[src/oms_pkg.sv]
// Shared constants and types of the operating mode sequencer.
// Assumes a single 40 MHz clock and a synchronous active-high reset.
package oms_pkg;

  // ------------------------------------------------------------------
  // Clock and timing
  // ------------------------------------------------------------------
  localparam int CLK_PERIOD_NS  = 25;
  localparam int PIN_WAIT_US    = 488;
  localparam int POR_HOLD_US    = 244;
  localparam int DEEP_HOLD_MS   = 4;
  localparam int SETTLE_PRE_MS  = 20;
  localparam int SETTLE_RMS_MS  = 135;
  // Least times round up, longest times round down
  localparam int PIN_WAIT_CYC   =
    (PIN_WAIT_US * 1000 + CLK_PERIOD_NS - 1) / CLK_PERIOD_NS;
  localparam int POR_HOLD_CYC   =
    (POR_HOLD_US * 1000 + CLK_PERIOD_NS - 1) / CLK_PERIOD_NS;
  localparam int DEEP_HOLD_CYC  =
    (DEEP_HOLD_MS * 1000000 + CLK_PERIOD_NS - 1) / CLK_PERIOD_NS;
  localparam int SETTLE_PRE_CYC = (SETTLE_PRE_MS * 1000000) / CLK_PERIOD_NS;
  localparam int SETTLE_RMS_CYC = (SETTLE_RMS_MS * 1000000) / CLK_PERIOD_NS;
  localparam int MODE_PIN_HOLD_CYC = 2;

  // ------------------------------------------------------------------
  // Device register map and fields
  // ------------------------------------------------------------------
  localparam logic [15:0] ANA_TWO_ADDR   = 16'h8002;
  localparam logic [15:0] ANA_THREE_ADDR = 16'h8003;
  localparam logic [15:0] IRQ_EN_A_ADDR  = 16'hA000;
  localparam logic [15:0] IRQ_EN_B_ADDR  = 16'hA001;
  localparam logic [15:0] IRQ_FLAGS_ADDR = 16'hA002;
  localparam logic [31:0] REG_RESET      = 32'h0000_0000;
  localparam int          ADC_IN_LSB     = 24;
  localparam logic [7:0]  ADC_IN_ALL_ON  = 8'hFF;
  localparam int          SCALER_LSB     = 0;
  localparam logic [2:0]  SCALER_AUTO    = 3'h5;
  localparam int          SCALER_EN_BIT  = 2;
  localparam int          SAMP_SEL_LSB   = 18;
  localparam int          MTR_SEL_LSB    = 16;
  localparam logic [1:0]  MTR_SEL_LOWEST = 2'h3;
  localparam int          IRQ_CUR_LSB    = 11;
  localparam int          IRQ_PD_BIT     = 16;

  // ------------------------------------------------------------------
  // Host controller register map
  // ------------------------------------------------------------------
  localparam logic [3:0]  HC_PINS_ADDR   = 4'h0;
  localparam logic [3:0]  HC_TADDR_ADDR  = 4'h1;
  localparam logic [3:0]  HC_TDATA_ADDR  = 4'h2;
  localparam logic [3:0]  HC_CMD_ADDR    = 4'h3;
  localparam logic [3:0]  HC_STATUS_ADDR = 4'h4;
  localparam logic [3:0]  HC_RDATA_ADDR  = 4'h5;
  localparam logic [2:0]  HC_PINS_RESET  = 3'h3;

  // ------------------------------------------------------------------
  // Types
  // ------------------------------------------------------------------
  typedef enum logic [2:0] {
    NORMAL_MODE     = 3'b000,
    PREDETECT_MODE  = 3'b001,
    RMS_ONLY_MODE   = 3'b010,
    SLEEP_MODE      = 3'b011,
    DEEP_SLEEP_MODE = 3'b100
  } oms_mode_t;

  typedef enum logic [2:0] {
    ST_POR_HOLD    = 3'b000,
    ST_AUTO_ADC    = 3'b001,
    ST_AUTO_SCALER = 3'b010,
    ST_PIN_WAIT    = 3'b011,
    ST_RUN         = 3'b100,
    ST_SLEEP_ENTRY = 3'b101,
    ST_SLEEP       = 3'b110,
    ST_DEEP        = 3'b111
  } oms_state_t;

endpackage

[src/oms_link_if.sv]
// Pins and register port between host controller and metering device.
// Assumes both ends run on the same clock; mode pins are filtered
// by the device, interrupt pins are synchronised by the host.
`timescale 1ns/100ps
`default_nettype none

interface oms_link_if;
  logic        modePinZero;
  logic        modePinOne;
  logic        deepSleepPin;
  logic        irqPinA;
  logic        irqPinB;
  logic [15:0] regAddr;
  logic [31:0] regWrData;
  logic        regWr;
  logic        regRd;
  logic [31:0] regRdData;

  modport device (
    input  modePinZero, modePinOne, deepSleepPin,
    input  regAddr, regWrData, regWr, regRd,
    output irqPinA, irqPinB, regRdData
  );

  modport host (
    output modePinZero, modePinOne, deepSleepPin,
    output regAddr, regWrData, regWr, regRd,
    input  irqPinA, irqPinB, regRdData
  );
endinterface

`default_nettype wire

[src/oms_device.sv]
// Operating mode sequencer: metering device end.
// Assumes powerGood and supplyLow are analog levels; currentDetect
// comes from logic on clk.
//
// Summary of operation
// - After reset set ADC input byte all ones
// - Then set scaler bits to 101 automatically
// - Ignore mode pins for 488us after that
// - Decode mode pins into four modes
// - Deep-sleep pin high forces deep sleep
// - Normal mode runs full clocks, all digital
// - Host writes non-analog registers only in normal
// - Select 10 gives reduced normal clock rates
// - Metering select 11 gives lowest rate
// - Pre-detection: host interface not reliable
// - Enabled current detect sets flag, raises pin
// - Reduced pre-detection settles within 20ms
// - Full-rate RMS mode settles within 135ms
// - RMS mode runs only its listed blocks
// - Both pins low in normal mode: slow clock, sleep later
// - Sleep keeps state; either pin wakes
// - Deep pin high over 4ms enters
// - Deep pin low over 4ms restores
// - Deep sleep cuts core supply, loses state
// - Hold reset 244us after supply good
// - Enabled supply drop sets flag bit 16
// - Sampling select scales 204.8kHz base
// - Host keeps metering at eight times sampling; oms_host does not enforce it
// - Host then writes scaler bits 110
`timescale 1ns/100ps
`default_nettype none

module oms_device
  import oms_pkg::*;
#(
  parameter int PIN_WAIT   = oms_pkg::PIN_WAIT_CYC,
  parameter int POR_HOLD   = oms_pkg::POR_HOLD_CYC,
  parameter int DEEP_HOLD  = oms_pkg::DEEP_HOLD_CYC,
  parameter int SETTLE_PRE = oms_pkg::SETTLE_PRE_CYC,
  parameter int SETTLE_RMS = oms_pkg::SETTLE_RMS_CYC
) (
  // Clock and reset
  input  wire logic         clk,
  input  wire logic         reset,
  // Link to host
  oms_link_if.device        link,
  // Analog status
  input  wire logic         powerGood,
  input  wire logic         supplyLow,
  input  wire logic [2:0]   currentDetect,
  // Mode and clock control
  output var  oms_pkg::oms_mode_t opMode,
  output var  logic         sysClockSlow,
  output var  logic         coreSupplyOn,
  output var  logic [7:0]   adcInputsOn,
  output var  logic [2:0]   scalerSetting,
  output var  logic [3:0]   samplingMult,
  output var  logic [3:0]   meteringMult,
  // Block run enables
  output var  logic         fullDigitalRun,
  output var  logic         meteringRun,
  output var  logic         currentPathRun,
  output var  logic         hostIfReliable,
  output var  logic         modeSettled
);
  import oms_pkg::*;

  // ------------------------------------------------------------------
  // Helpers
  // ------------------------------------------------------------------
  function automatic oms_mode_t decodeMode(input logic p0, input logic p1);
    case ({p0, p1})
      2'b11:   decodeMode = NORMAL_MODE;
      2'b10:   decodeMode = PREDETECT_MODE;
      2'b01:   decodeMode = RMS_ONLY_MODE;
      default: decodeMode = SLEEP_MODE;
    endcase
  endfunction

  // Multipliers of the 204.8 kHz sampling base
  function automatic logic [3:0] sampMul(input logic [1:0] sel);
    case (sel)
      2'b00:   sampMul = 4'h4;
      2'b01:   sampMul = 4'h8;
      2'b10:   sampMul = 4'h1;
      default: sampMul = 4'h2;
    endcase
  endfunction

  // Multipliers of the 819.2 kHz metering base
  function automatic logic [3:0] mtrMul(input logic [1:0] sel);
    case (sel)
      2'b00:   mtrMul = 4'h8;
      2'b01:   mtrMul = 4'h4;
      2'b10:   mtrMul = 4'h2;
      default: mtrMul = 4'h1;
    endcase
  endfunction

  // ------------------------------------------------------------------
  // Input conditioning
  // ------------------------------------------------------------------
  logic pm0, pm1, deepHeld;
  logic pgMeta_r, pgSync_r, lowMeta_r, lowSync_r;

  oms_pin_filter #(.HOLD_CYC(MODE_PIN_HOLD_CYC), .CNT_W(2),
                   .RESET_LEVEL(1'b0)) u_pm0 (
    .clk(clk), .reset(reset), .pinRaw(link.modePinZero), .pinLevel(pm0));
  oms_pin_filter #(.HOLD_CYC(MODE_PIN_HOLD_CYC), .CNT_W(2),
                   .RESET_LEVEL(1'b0)) u_pm1 (
    .clk(clk), .reset(reset), .pinRaw(link.modePinOne), .pinLevel(pm1));
  // Strictly longer than the hold time, hence one extra cycle
  oms_pin_filter #(.HOLD_CYC(DEEP_HOLD + 1), .CNT_W(18),
                   .RESET_LEVEL(1'b0)) u_deep (
    .clk(clk), .reset(reset), .pinRaw(link.deepSleepPin),
    .pinLevel(deepHeld));

  always_ff @(posedge clk)
  begin
    pgMeta_r  <= powerGood;
    pgSync_r  <= pgMeta_r;
    lowMeta_r <= supplyLow;
    lowSync_r <= lowMeta_r;
  end

  // ------------------------------------------------------------------
  // Sequencer
  // ------------------------------------------------------------------
  oms_state_t  state_r;
  logic [15:0] cnt_r;

  always_ff @(posedge clk)
  begin
    if (reset)
    begin
      state_r <= ST_POR_HOLD;
      opMode  <= NORMAL_MODE;
      cnt_r   <= '0;
    end
    else if (deepHeld && state_r != ST_DEEP)
    begin
      state_r <= ST_DEEP;
      opMode  <= DEEP_SLEEP_MODE;
    end
    else
    begin
      case (state_r)
        ST_POR_HOLD:
          if (!pgSync_r)
            cnt_r <= '0;
          else if (cnt_r == 16'(POR_HOLD - 1))
          begin
            state_r <= ST_AUTO_ADC;
            cnt_r   <= '0;
          end
          else
            cnt_r <= cnt_r + 1'b1;
        ST_AUTO_ADC:
          state_r <= ST_AUTO_SCALER;
        ST_AUTO_SCALER:
          state_r <= ST_PIN_WAIT;
        ST_PIN_WAIT:
          if (cnt_r == 16'(PIN_WAIT - 1))
          begin
            state_r <= ST_RUN;
            opMode  <= decodeMode(pm0, pm1);
            cnt_r   <= '0;
          end
          else
            cnt_r <= cnt_r + 1'b1;
        ST_RUN:
          if (!pm0 && !pm1)
          begin
            // Sleep is entered from normal mode only
            if (opMode == NORMAL_MODE)
              state_r <= ST_SLEEP_ENTRY;
          end
          else
            opMode <= decodeMode(pm0, pm1);
        ST_SLEEP_ENTRY:
          if (cnt_r == 16'(PIN_WAIT - 1))
          begin
            state_r <= ST_SLEEP;
            opMode  <= SLEEP_MODE;
            cnt_r   <= '0;
          end
          else
            cnt_r <= cnt_r + 1'b1;
        ST_SLEEP:
          if (pm0 || pm1)
          begin
            state_r <= ST_RUN;
            opMode  <= decodeMode(pm0, pm1);
          end
        ST_DEEP:
          if (!deepHeld)
          begin
            // Core was unpowered: restart as from power-on
            state_r <= ST_POR_HOLD;
            opMode  <= NORMAL_MODE;
            cnt_r   <= '0;
          end
        default:
          state_r <= ST_POR_HOLD;
      endcase
    end
  end

  // ------------------------------------------------------------------
  // Registers
  // ------------------------------------------------------------------
  logic [31:0] anaTwo_r, anaThree_r, irqEnA_r, irqEnB_r, irqFlags_r;
  logic        wrOk, wrAna;
  logic [31:0] irqSet;

  assign wrAna = link.regAddr == ANA_TWO_ADDR
              || link.regAddr == ANA_THREE_ADDR;
  // Other registers only take writes in normal mode
  assign wrOk  = link.regWr && state_r == ST_RUN
              && (wrAna || opMode == NORMAL_MODE);

  always_ff @(posedge clk)
  begin
    if (reset || state_r == ST_DEEP)
    begin
      anaTwo_r   <= REG_RESET;
      anaThree_r <= REG_RESET;
      irqEnA_r   <= REG_RESET;
      irqEnB_r   <= REG_RESET;
    end
    else if (state_r == ST_AUTO_ADC)
      anaTwo_r[ADC_IN_LSB +: 8] <= ADC_IN_ALL_ON;
    else if (state_r == ST_AUTO_SCALER)
      anaThree_r[SCALER_LSB +: 3] <= SCALER_AUTO;
    else if (wrOk)
      case (link.regAddr)
        ANA_TWO_ADDR:   anaTwo_r   <= link.regWrData;
        ANA_THREE_ADDR: anaThree_r <= link.regWrData;
        IRQ_EN_A_ADDR:  irqEnA_r   <= link.regWrData;
        IRQ_EN_B_ADDR:  irqEnB_r   <= link.regWrData;
        default:        ;
      endcase
  end

  always_comb
  begin
    irqSet = '0;
    irqSet[IRQ_CUR_LSB +: 3] = currentDetect & {3{currentPathRun}}
      & (irqEnA_r[IRQ_CUR_LSB +: 3] | irqEnB_r[IRQ_CUR_LSB +: 3]);
    irqSet[IRQ_PD_BIT] = lowSync_r
      & (irqEnA_r[IRQ_PD_BIT] | irqEnB_r[IRQ_PD_BIT]);
  end

  // Write one to clear; a new event wins over the clear
  always_ff @(posedge clk)
  begin
    if (reset || state_r == ST_DEEP)
      irqFlags_r <= REG_RESET;
    else if (wrOk && link.regAddr == IRQ_FLAGS_ADDR)
      irqFlags_r <= (irqFlags_r & ~link.regWrData) | irqSet;
    else
      irqFlags_r <= irqFlags_r | irqSet;
  end

  always_ff @(posedge clk)
  begin
    if (reset)
    begin
      link.irqPinA   <= 1'b0;
      link.irqPinB   <= 1'b0;
      link.regRdData <= '0;
    end
    else
    begin
      link.irqPinA <= |(irqFlags_r & irqEnA_r);
      link.irqPinB <= |(irqFlags_r & irqEnB_r);
      if (link.regRd)
        case (link.regAddr)
          ANA_TWO_ADDR:   link.regRdData <= anaTwo_r;
          ANA_THREE_ADDR: link.regRdData <= anaThree_r;
          IRQ_EN_A_ADDR:  link.regRdData <= irqEnA_r;
          IRQ_EN_B_ADDR:  link.regRdData <= irqEnB_r;
          IRQ_FLAGS_ADDR: link.regRdData <= irqFlags_r;
          default:        link.regRdData <= '0;
        endcase
      else
        link.regRdData <= '0;
    end
  end

  // ------------------------------------------------------------------
  // Clock and block control
  // ------------------------------------------------------------------
  logic running, slowing;
  assign running = state_r == ST_RUN;
  assign slowing = state_r == ST_SLEEP_ENTRY || state_r == ST_SLEEP;

  always_ff @(posedge clk)
  begin
    if (reset)
    begin
      sysClockSlow   <= 1'b1;
      coreSupplyOn   <= 1'b1;
      adcInputsOn    <= '0;
      scalerSetting  <= '0;
      samplingMult   <= '0;
      meteringMult   <= '0;
      fullDigitalRun <= 1'b0;
      meteringRun    <= 1'b0;
      currentPathRun <= 1'b0;
      hostIfReliable <= 1'b0;
    end
    else
    begin
      sysClockSlow  <= slowing
                    || !anaThree_r[SCALER_EN_BIT];
      coreSupplyOn  <= state_r != ST_DEEP;
      adcInputsOn   <= slowing ? 8'h00
                    : anaTwo_r[ADC_IN_LSB +: 8];
      scalerSetting <= anaThree_r[SCALER_LSB +: 3];
      samplingMult  <= sampMul(anaThree_r[SAMP_SEL_LSB +: 2]);
      meteringMult  <= mtrMul(anaThree_r[MTR_SEL_LSB +: 2]);
      fullDigitalRun <= running && opMode == NORMAL_MODE;
      meteringRun    <= running && (opMode == NORMAL_MODE
                     || opMode == RMS_ONLY_MODE);
      currentPathRun <= running && opMode != SLEEP_MODE;
      hostIfReliable <= running
                     && opMode != PREDETECT_MODE;
    end
  end

  // ------------------------------------------------------------------
  // Settling after a mode change
  // ------------------------------------------------------------------
  oms_mode_t   lastMode_r;
  logic [22:0] settleCnt_r;
  logic [22:0] settleTarget;

  // Reduced-clock pre-detection settles faster than full-rate RMS
  assign settleTarget =
    (opMode == PREDETECT_MODE
     && anaThree_r[MTR_SEL_LSB +: 2] == MTR_SEL_LOWEST)
      ? 23'(SETTLE_PRE) : 23'(SETTLE_RMS);

  always_ff @(posedge clk)
  begin
    if (reset || !running || opMode != lastMode_r)
    begin
      lastMode_r  <= opMode;
      settleCnt_r <= '0;
      modeSettled <= 1'b0;
    end
    else if (settleCnt_r >= settleTarget - 1'b1)
      modeSettled <= 1'b1;
    else
      settleCnt_r <= settleCnt_r + 1'b1;
  end
endmodule // oms_device

`default_nettype wire

[src/oms_pin_filter.sv]
// Two-flop synchroniser plus hold filter for one slow input pin.
// The filtered level follows the pin only after it has differed for
// HOLD_CYC consecutive cycles.
`timescale 1ns/100ps
`default_nettype none

module oms_pin_filter #(
  parameter int   HOLD_CYC    = 2,
  parameter int   CNT_W       = 18,
  parameter logic RESET_LEVEL = 1'b0
) (
  // Clock and reset
  input  wire logic clk,
  input  wire logic reset,
  // Pin and filtered level
  input  wire logic pinRaw,
  output var  logic pinLevel
);
  logic             meta_r;
  logic             sync_r;
  logic [CNT_W-1:0] cnt_r;

  always_ff @(posedge clk)
  begin
    meta_r <= pinRaw;
    sync_r <= meta_r;
  end

  always_ff @(posedge clk)
  begin
    if (reset)
    begin
      pinLevel <= RESET_LEVEL;
      cnt_r    <= '0;
    end
    else if (sync_r == pinLevel)
      cnt_r <= '0;
    else if (cnt_r == CNT_W'(HOLD_CYC - 1))
    begin
      pinLevel <= sync_r;
      cnt_r    <= '0;
    end
    else
      cnt_r <= cnt_r + 1'b1;
  end
endmodule // oms_pin_filter

`default_nettype wire

[src/flat_wrapper.sv]
// flat-port wrapper written by rule: the top's interface ports become plain ports
module oms_device_flat import oms_pkg::*;
#(
  parameter int PIN_WAIT   = oms_pkg::PIN_WAIT_CYC,
  parameter int POR_HOLD   = oms_pkg::POR_HOLD_CYC,
  parameter int DEEP_HOLD  = oms_pkg::DEEP_HOLD_CYC,
  parameter int SETTLE_PRE = oms_pkg::SETTLE_PRE_CYC,
  parameter int SETTLE_RMS = oms_pkg::SETTLE_RMS_CYC
)
  (clk, reset, powerGood, supplyLow, currentDetect, opMode, sysClockSlow, coreSupplyOn, adcInputsOn, scalerSetting, samplingMult, meteringMult, fullDigitalRun, meteringRun, currentPathRun, hostIfReliable, modeSettled, link_modePinZero, link_modePinOne, link_deepSleepPin, link_regAddr, link_regWrData, link_regWr, link_regRd, link_irqPinA, link_irqPinB, link_regRdData);
  oms_link_if link_i ();
  input  wire logic clk;
  input  wire logic reset;
  input  wire logic powerGood;
  input  wire logic supplyLow;
  input  wire logic [2:0] currentDetect;
  output var  oms_pkg::oms_mode_t opMode;
  output var  logic sysClockSlow;
  output var  logic coreSupplyOn;
  output var  logic [7:0] adcInputsOn;
  output var  logic [2:0] scalerSetting;
  output var  logic [3:0] samplingMult;
  output var  logic [3:0] meteringMult;
  output var  logic fullDigitalRun;
  output var  logic meteringRun;
  output var  logic currentPathRun;
  output var  logic hostIfReliable;
  output var  logic modeSettled;
  input wire logic [$bits(link_i.modePinZero)-1:0] link_modePinZero;
  input wire logic [$bits(link_i.modePinOne)-1:0] link_modePinOne;
  input wire logic [$bits(link_i.deepSleepPin)-1:0] link_deepSleepPin;
  input wire logic [$bits(link_i.regAddr)-1:0] link_regAddr;
  input wire logic [$bits(link_i.regWrData)-1:0] link_regWrData;
  input wire logic [$bits(link_i.regWr)-1:0] link_regWr;
  input wire logic [$bits(link_i.regRd)-1:0] link_regRd;
  output wire logic [$bits(link_i.irqPinA)-1:0] link_irqPinA;
  output wire logic [$bits(link_i.irqPinB)-1:0] link_irqPinB;
  output wire logic [$bits(link_i.regRdData)-1:0] link_regRdData;
  assign link_i.modePinZero = link_modePinZero;
  assign link_i.modePinOne = link_modePinOne;
  assign link_i.deepSleepPin = link_deepSleepPin;
  assign link_i.regAddr = link_regAddr;
  assign link_i.regWrData = link_regWrData;
  assign link_i.regWr = link_regWr;
  assign link_i.regRd = link_regRd;
  assign link_irqPinA = link_i.irqPinA;
  assign link_irqPinB = link_i.irqPinB;
  assign link_regRdData = link_i.regRdData;
  oms_device #(.PIN_WAIT(PIN_WAIT), .POR_HOLD(POR_HOLD), .DEEP_HOLD(DEEP_HOLD), .SETTLE_PRE(SETTLE_PRE), .SETTLE_RMS(SETTLE_RMS)) u_core (.clk(clk), .reset(reset), .link(link_i), .powerGood(powerGood), .supplyLow(supplyLow), .currentDetect(currentDetect), .opMode(opMode), .sysClockSlow(sysClockSlow), .coreSupplyOn(coreSupplyOn), .adcInputsOn(adcInputsOn), .scalerSetting(scalerSetting), .samplingMult(samplingMult), .meteringMult(meteringMult), .fullDigitalRun(fullDigitalRun), .meteringRun(meteringRun), .currentPathRun(currentPathRun), .hostIfReliable(hostIfReliable), .modeSettled(modeSettled));
endmodule
[config.mk]
export PLATFORM = sky130hd
export DESIGN_NAME = oms_device_flat
export DESIGN_NICKNAME = d
export VERILOG_FILES = /design/src/oms_pkg.sv /design/src/oms_link_if.sv /design/src/oms_device.sv /design/src/oms_pin_filter.sv /design/src/flat_wrapper.sv
export SDC_FILE = /design/constraint.sdc
export NUM_CORES = 1
export LEC_CHECK = 0
export ABC_AREA = 1
export BUFFER_PORTS_ARGS = -buffer_cell sky130_fd_sc_hd__buf_4
export CAP_MARGIN = 40
export CORE_ASPECT_RATIO = 2
export CORE_MARGIN = 10
export CORE_UTILIZATION = 34
export CTS_BUF_LIST = sky130_fd_sc_hd__clkbuf_16
export CTS_CLUSTER_SIZE = 10
export DETAILED_ROUTE_END_ITERATION = 16
export PLACE_DENSITY = 0.59
export SLEW_MARGIN = 20
export SYNTH_ARGS = -nofsm -noshare
export SYNTH_HDL_FRONTEND = slang
export SYNTH_SLANG_ARGS = --single-unit
export TNS_END_PERCENT = 20
[constraint.sdc]
create_clock -name clk -period 5.95 [get_ports clk]
set_clock_uncertainty 0.05 [all_clocks]
set_input_delay 1.4875 -clock clk [delete_from_list [all_inputs] [get_ports clk]]
set_output_delay 1.4875 -clock clk [all_outputs]
set_load 0.05 [all_outputs]
==> impl_metrics.env, run 1 <==
export IMPL_status="finished, final reports clean"
export IMPL_syn_num_nets=1781
export IMPL_antenna_found_initial=0
export IMPL_critPathLaunch="link_regAddr[11]"
export IMPL_synth_cells=1712
export IMPL_std_cell_rows=101
export IMPL_setup_violations=0
export IMPL_whs_path_depth=0
export IMPL_clk_pin_slew_ns=0.05
export IMPL_fin_crit_ns=3.63
export IMPL_worstSetupEndpointType="register"
export IMPL_gp_congestion=0.862
export IMPL_crit_type="input pin to register"
export IMPL_reg2reg_slack_ns=2.92
export IMPL_vias_per_cell=5.08
export IMPL_wl_per_cell_um=17.9
export IMPL_final_cells=2335
export IMPL_postCtsSetupRepairBufs=0
export IMPL_rsz0062_at_grt="false"
export IMPL_worstPathRequired_ns=6.33
export IMPL_grt_pass1_wl_um=64900
export IMPL_drtAntennaViolNets=0
export IMPL_critPathMaxFanout=64
export IMPL_io_pins=123
export IMPL_path_buf_inv=3
export IMPL_drive_gt1_share_pct=12.3
export IMPL_grt_usage_pct=17.5
export IMPL_grt_max_degree=73
export IMPL_crit_arrival_ns=4.01
export IMPL_path_depth=11
export IMPL_crit_family="simple AND/OR/NAND/NOR gates"
export IMPL_synth_edf_count=3
export IMPL_power_density_nw_per_um2=264
export IMPL_synth_area_leaders="dfxtp_1, a211oi_1, inv_1"
export IMPL_synth_area_leader_cell="dfxtp_1"
export IMPL_timing_rr_start="u_core.opMode[2]$_SDFFE_PP0P_"
export IMPL_cts_sinks=303
export IMPL_cp_cell_sequence="buf_4 -> nor2_1 -> nand2_1 -> nor2_1 -> and2_1 -> nand3_1 -> buf_4 -> clkinv_1 -> nand2_4 -> nor2_1 -> a211oi_1"
export IMPL_synth_top_cell_area_share_pct=45.9
export IMPL_setup_ws_ns=2.32
export IMPL_yosys_top_cells_count="dfxtp_1, inv_1, nor2_1, nand2_1, a211oi_1"
export IMPL_critPathLaunchType="input pin"
export IMPL_avgSynthCellArea_sq_um=7.64
export IMPL_cp_slowest_cell="nand2_4"
export IMPL_slowest_delay_ns=0.73
export IMPL_setup_tns_final_ns=0
export IMPL_timing_hold_ws_ns=0.275
export IMPL_slew_viol_final=0
export IMPL_netlist_area_sq_um=13100
export IMPL_area_growth_pct=18.0
export IMPL_die_area_sq_um=47200
export IMPL_n_antenna_cell=0
export IMPL_drt_iter0_markers=641
export IMPL_worst_ir_drop_vdd_mv=0.174
export IMPL_h_tree_depth=2
export IMPL_grt_pass1_vias=11858
export IMPL_hold_class="register to register"
export IMPL_p_leak_uw=0.00575
export IMPL_ys_ff_latch=303
export IMPL_overflow=0
export IMPL_drc_errors=0
export IMPL_coreArea_sq_um=38000
export IMPL_yosysMostFrequentCell="dfxtp_1"
export IMPL_cp_endpoint="u_core.irqEnB_r[9]$_SDFFE_PP0P_"
export IMPL_multi_input_area_sq_um=5630
export IMPL_final_hold_viol_count=0
export IMPL_cts_buffers=36
export IMPL_die_w_um=159
export IMPL_worstMarginPinSlew_ns=0.803
export IMPL_yosysWarnings=0
export IMPL_r2r_cells=16
export IMPL_post_route_period_util_pct=61.0
export IMPL_maxSlewHeadroom_pct=46.4
export IMPL_dieHeight_um=297
export IMPL_cts_tree="yes"
export IMPL_max_cap_violations=0
export IMPL_finalWirelength_um=41800
export IMPL_yosysUniqueCellTypes=48
export IMPL_detailed_place_hpwl_um=30100
export IMPL_drt_pass1_iter_count=7
export IMPL_fin_nets=1886
export IMPL_cp_common_cell="nor2_1"
export IMPL_fillers=3880
export IMPL_max_freq_ghz=0.275
export IMPL_async_flop_share_pct=0
export IMPL_pre_cts_ws_ns=1.78
export IMPL_seq_area_frac_synth_pct=46.6
export IMPL_cts_resized=0
export IMPL_vias=11865
export IMPL_start_util_pct=34.4
export IMPL_synthFlopType="dfxtp_1"
export IMPL_cts_buffer_depth=3
export IMPL_cts_root_buf="clkbuf_16"
export IMPL_placed_cells=2292
export IMPL_clock_latency_ns=0.53
export IMPL_cts_hold_fix_buffers=0
export IMPL_r2r_end="u_core.settleCnt_r[21]$_SDFFE_PP0N_"
export IMPL_io_buffers=122
export IMPL_regArea_sq_um=6100
## stage by stage
step	util (%)	area [sq um]	power (uW)
after floorplan	-	13100	2140
after global placement	38.0	14400	2200
after detailed placement	38.0	14400	2200
after CTS	40.5	15400	4120
after global routing	40.6	15400	4200
final	40.6	15400	4070
## cell type report
cell class              instances  share of cell area, %
flip-flops and latches        303                   39.5
multi-input cells            1058                   36.5
repair buffers                137                   6.92
inverters                     281                   6.83
clock buffers                  37                   6.00
well taps                     515                   4.17
clock inverters                 4                  0.122
## cell families (layout without fill, tap and decap cells)
group,count (synthesis),in the layout,synth area share [%]
compound gates,379,379,18.9
xor+xnor,8,8,0.536
fa+ha+maj,9,9,0.861
buf+inv,351,459,10.5
flops,303,303,46.6
simple gates,662,662,22.6
## per-layer routing
layer | part of all wire (%) | up-vias | GRT usage (%) | wire length, um
li1 | - | 5919 | - | -
met3 | 4.2 | 113 | 2.84 | 1770
met4 | 5.4 | 0 | 9.35 | 2250
met2 | 54 | 296 | 33.0 | 22800
met5 | 0 | - | 0 | 0
met1 | 36 | 5537 | 17.4 | 15000
## worst reg2reg max path: cells and delay by family, from the launching register on
family | cells | cell delay (ns)
and+or+nand+nor | 13 | 1.95
adders and majority gates | 1 | 0.32
DFF | 1 | 0.42
buffers and inverters | 2 | 0.17
## cells in the final DEF, fill, tap and decap left out, drive strengths merged, types with 8 or more instances in the layout
master	n
inv	280
dfxtp	300
ha	9
clkbuf	37
nand4	21
a221oi	14
o21ai	43
nor2	264
a211oi	137
nor4	14
buf	137
nand2	206
o211ai	8
a21oi	100
nand3	89
o22ai	35
nor3	55
a22oi	31
## worst min-delay path by stage
stage / start / to
2_1_floorplan: u_core.lowMeta_r$_DFF_P_ / u_core.lowSync_r$_DFF_P_
3_5_place_dp: u_core.u_pm1.meta_r$_DFF_P_ / u_core.u_pm1.sync_r$_DFF_P_
5_1_grt: u_core.u_pm1.meta_r$_DFF_P_ / u_core.u_pm1.sync_r$_DFF_P_
6_report: u_core.u_pm1.meta_r$_DFF_P_ / u_core.u_pm1.sync_r$_DFF_P_
3_3_place_gp: u_core.u_pm1.meta_r$_DFF_P_ / u_core.u_pm1.sync_r$_DFF_P_
4_1_cts: u_core.u_pm1.meta_r$_DFF_P_ / u_core.u_pm1.sync_r$_DFF_P_
## flip-flops by register name, summed over array words and instances (netlist names), 4 cells and up
name                   count
u_core.settleCnt_r        23
u_core.anaTwo_r           32
u_core.irqEnB_r           32
u_core.cnt_r              16
u_core.irqFlags_r         32
u_core.adcInputsOn         8
u_core.link.regRdData     32
u_core.irqEnA_r           32
u_core.meteringMult        4
u_core.anaThree_r         32
u_core.samplingMult        4
u_core.u_deep.cnt_r       18
## report_power, final
group          internal [uW]  total, uW  switching (uW)
clock network           1090       1920             822
registers               2040       2050            6.35
logic                   41.2        110            68.7
(Power assumes the default switching activity.)
==> run 2, diff against run 1 <==
Settings changed: PLACE_DENSITY 0.59 to 0.6.
Clock period 5.95 ns to 3.1 ns, I/O delays scaled along.
==> impl_metrics.env, run 2 (synthesis gave the netlist of run 1 again) <==
export IMPL_worstPathRequired_ns=3.47
export IMPL_io_pins=123
export IMPL_std_cell_rows=101
export IMPL_r2r_end="u_core.modeSettled$_SDFFE_PP0P_"
export IMPL_drc_errors=0
export IMPL_worstMarginPinSlew_ns=0.610
export IMPL_r2r_cells=14
export IMPL_maxSlewHeadroom_pct=59.0
export IMPL_crit_arrival_ns=3.03
export IMPL_io_buffers=122
export IMPL_critPathLaunchType="register"
export IMPL_drt_pass1_iter_count=5
export IMPL_vias=12068
export IMPL_max_freq_ghz=0.375
export IMPL_fillers=3808
export IMPL_final_hold_viol_count=0
export IMPL_hold_class="register to register"
export IMPL_slew_viol_final=0
export IMPL_setup_violations=0
export IMPL_cts_sinks=303
export IMPL_finalWirelength_um=42400
export IMPL_grt_pass1_vias=12130
export IMPL_coreArea_sq_um=38000
export IMPL_p_leak_uw=0.00592
export IMPL_cp_cell_sequence="nand2_1 -> nor3_4 -> ha_1 -> nand2_1 -> nor2_1 -> inv_1 -> nor2_2 -> nand2_1 -> nand3_2 -> nor2_8 -> buf_4 -> nand3_2 -> o21ai_0 -> inv_1"
export IMPL_antenna_found_initial=2
export IMPL_dieHeight_um=297
export IMPL_detailed_place_hpwl_um=31000
export IMPL_fin_nets=1912
export IMPL_area_growth_pct=20.5
export IMPL_cts_resized=0
export IMPL_crit_type="register to register"
export IMPL_drive_gt1_share_pct=13.6
export IMPL_setup_tns_final_ns=0
export IMPL_vias_per_cell=5.10
export IMPL_slowest_delay_ns=0.40
export IMPL_hold_end="u_core.u_deep.sync_r$_DFF_P_"
export IMPL_drt_iter0_markers=691
export IMPL_final_common_cell="dfxtp_1"
export IMPL_grt_usage_pct=17.8
export IMPL_status="finished, final reports clean"
export IMPL_cp_slowest_cell="nor3_4"
export IMPL_gp_congestion=0.861
export IMPL_postCtsSetupRepairBufs=0
export IMPL_fin_crit_ns=2.66
export IMPL_cts_buffer_depth=3
export IMPL_cts_buffers=36
export IMPL_drtAntennaViolNets=0
export IMPL_whs_path_depth=0
export IMPL_clock_latency_ns=0.52
export IMPL_layout_common_cells="dfxtp_1, inv_1, nor2_1, nand2_1, buf_4"
export IMPL_overflow=0
export IMPL_clk_pin_slew_ns=0.05
export IMPL_worstSetupEndpointType="register"
export IMPL_worstHoldStart="u_core.u_deep.meta_r$_DFF_P_"
export IMPL_grt_max_degree=57
export IMPL_reg2reg_slack_ns=0.44
export IMPL_critPathMaxFanout=13
export IMPL_wl_per_cell_um=17.9
export IMPL_fin_util_pct=41.4
export IMPL_critPathLaunch="u_core.anaThree_r[16]$_SDFFE_PP0P_"
export IMPL_timing_hold_ws_ns=0.276
export IMPL_cp_common_cell="nand2_1"
export IMPL_cts_root_buf="clkbuf_16"
export IMPL_die_w_um=159
export IMPL_rsz0062_at_grt="false"
export IMPL_timing_rr_start="u_core.anaThree_r[16]$_SDFFE_PP0P_"
export IMPL_die_area_sq_um=47200
export IMPL_cts_hold_fix_buffers=0
export IMPL_max_cap_violations=0
export IMPL_power_density_nw_per_um2=499
export IMPL_post_route_period_util_pct=86.0
export IMPL_grt_pass1_wl_um=66000
export IMPL_cts_tree="yes"
export IMPL_worst_ir_drop_vdd_mv=0.356
export IMPL_h_tree_depth=2
export IMPL_start_util_pct=34.4
## run 2: changes by cell type in the layout (fill, tap and decap cells not counted), sizes merged
cell      delta
buf         +26
clkinv       +1
clkinvlp     -1
diode        +1
inv          +3
## run 2: layer usage
metal | track usage, % | share of wire [%] | up-vias
met2 | 32.9 | 54 | 300
met5 | 0 | 0.031 | -
li1 | - | - | 5972
met4 | 9.88 | 5.4 | 2
met3 | 3.23 | 4.4 | 110
met1 | 17.9 | 37 | 5684
## run 2: through the flow
step / area [sq um] / cells / power, uW / worst slack, ns
after CTS: 15800 / 2364 / 7950 / 0.456
final: 15800 / 2365 / 7860 / 0.435
after floorplan: 13100 / 1712 / 4100 / 0.464
after global routing: 15800 / 2365 / 8100 / 0.231
after global placement: 14800 / 2320 / 4240 / 0.389
after detailed placement: 14800 / 2320 / 4240 / 0.333
## run 2: worst max-delay path, delay by kind of cell, from the launching register on
family                     cells  cell delay, ns
AOI/OAI and AO/OA              1            0.18
DFF                            1            0.37
adders and majority gates      1            0.32
and+or+nand+nor                9            1.28
buffers and inverters          3            0.35
## run 2: worst max-delay path by stage
stage	cells past startpoint	end
6_report	14	u_core.modeSettled$_SDFFE_PP0P_
5_1_grt	14	u_core.modeSettled$_SDFFE_PP0P_
2_1_floorplan	13	u_core.settleCnt_r[17]$_SDFFE_PP0N_
3_5_place_dp	11	u_core.anaTwo_r[25]$_SDFFE_PP0P_
4_1_cts	14	u_core.modeSettled$_SDFFE_PP0P_
3_3_place_gp	11	u_core.anaTwo_r[27]$_SDFFE_PP0P_
## run 2: cell type report
type / instances / area [sq um] / area share [%]
antenna: 1 / 2.50 / 0.0159
clock buffer: 37 / 926 / 5.88
clock inverter: 7 / 37.5 / 0.238
inverter: 281 / 1050 / 6.69
multi-input combinational: 1058 / 5620 / 35.7
sequential: 303 / 6100 / 38.7
tap: 515 / 644 / 4.09
timing repair buffer: 163 / 1370 / 8.72
## run 2: power breakdown
part           switching (uW)  internal (uW)  leakage, uW  total [uW]
logic                     136           90.7      0.00297         226
clock network            1590           2110     0.000486        3700
registers                12.1           3920      0.00246        3930
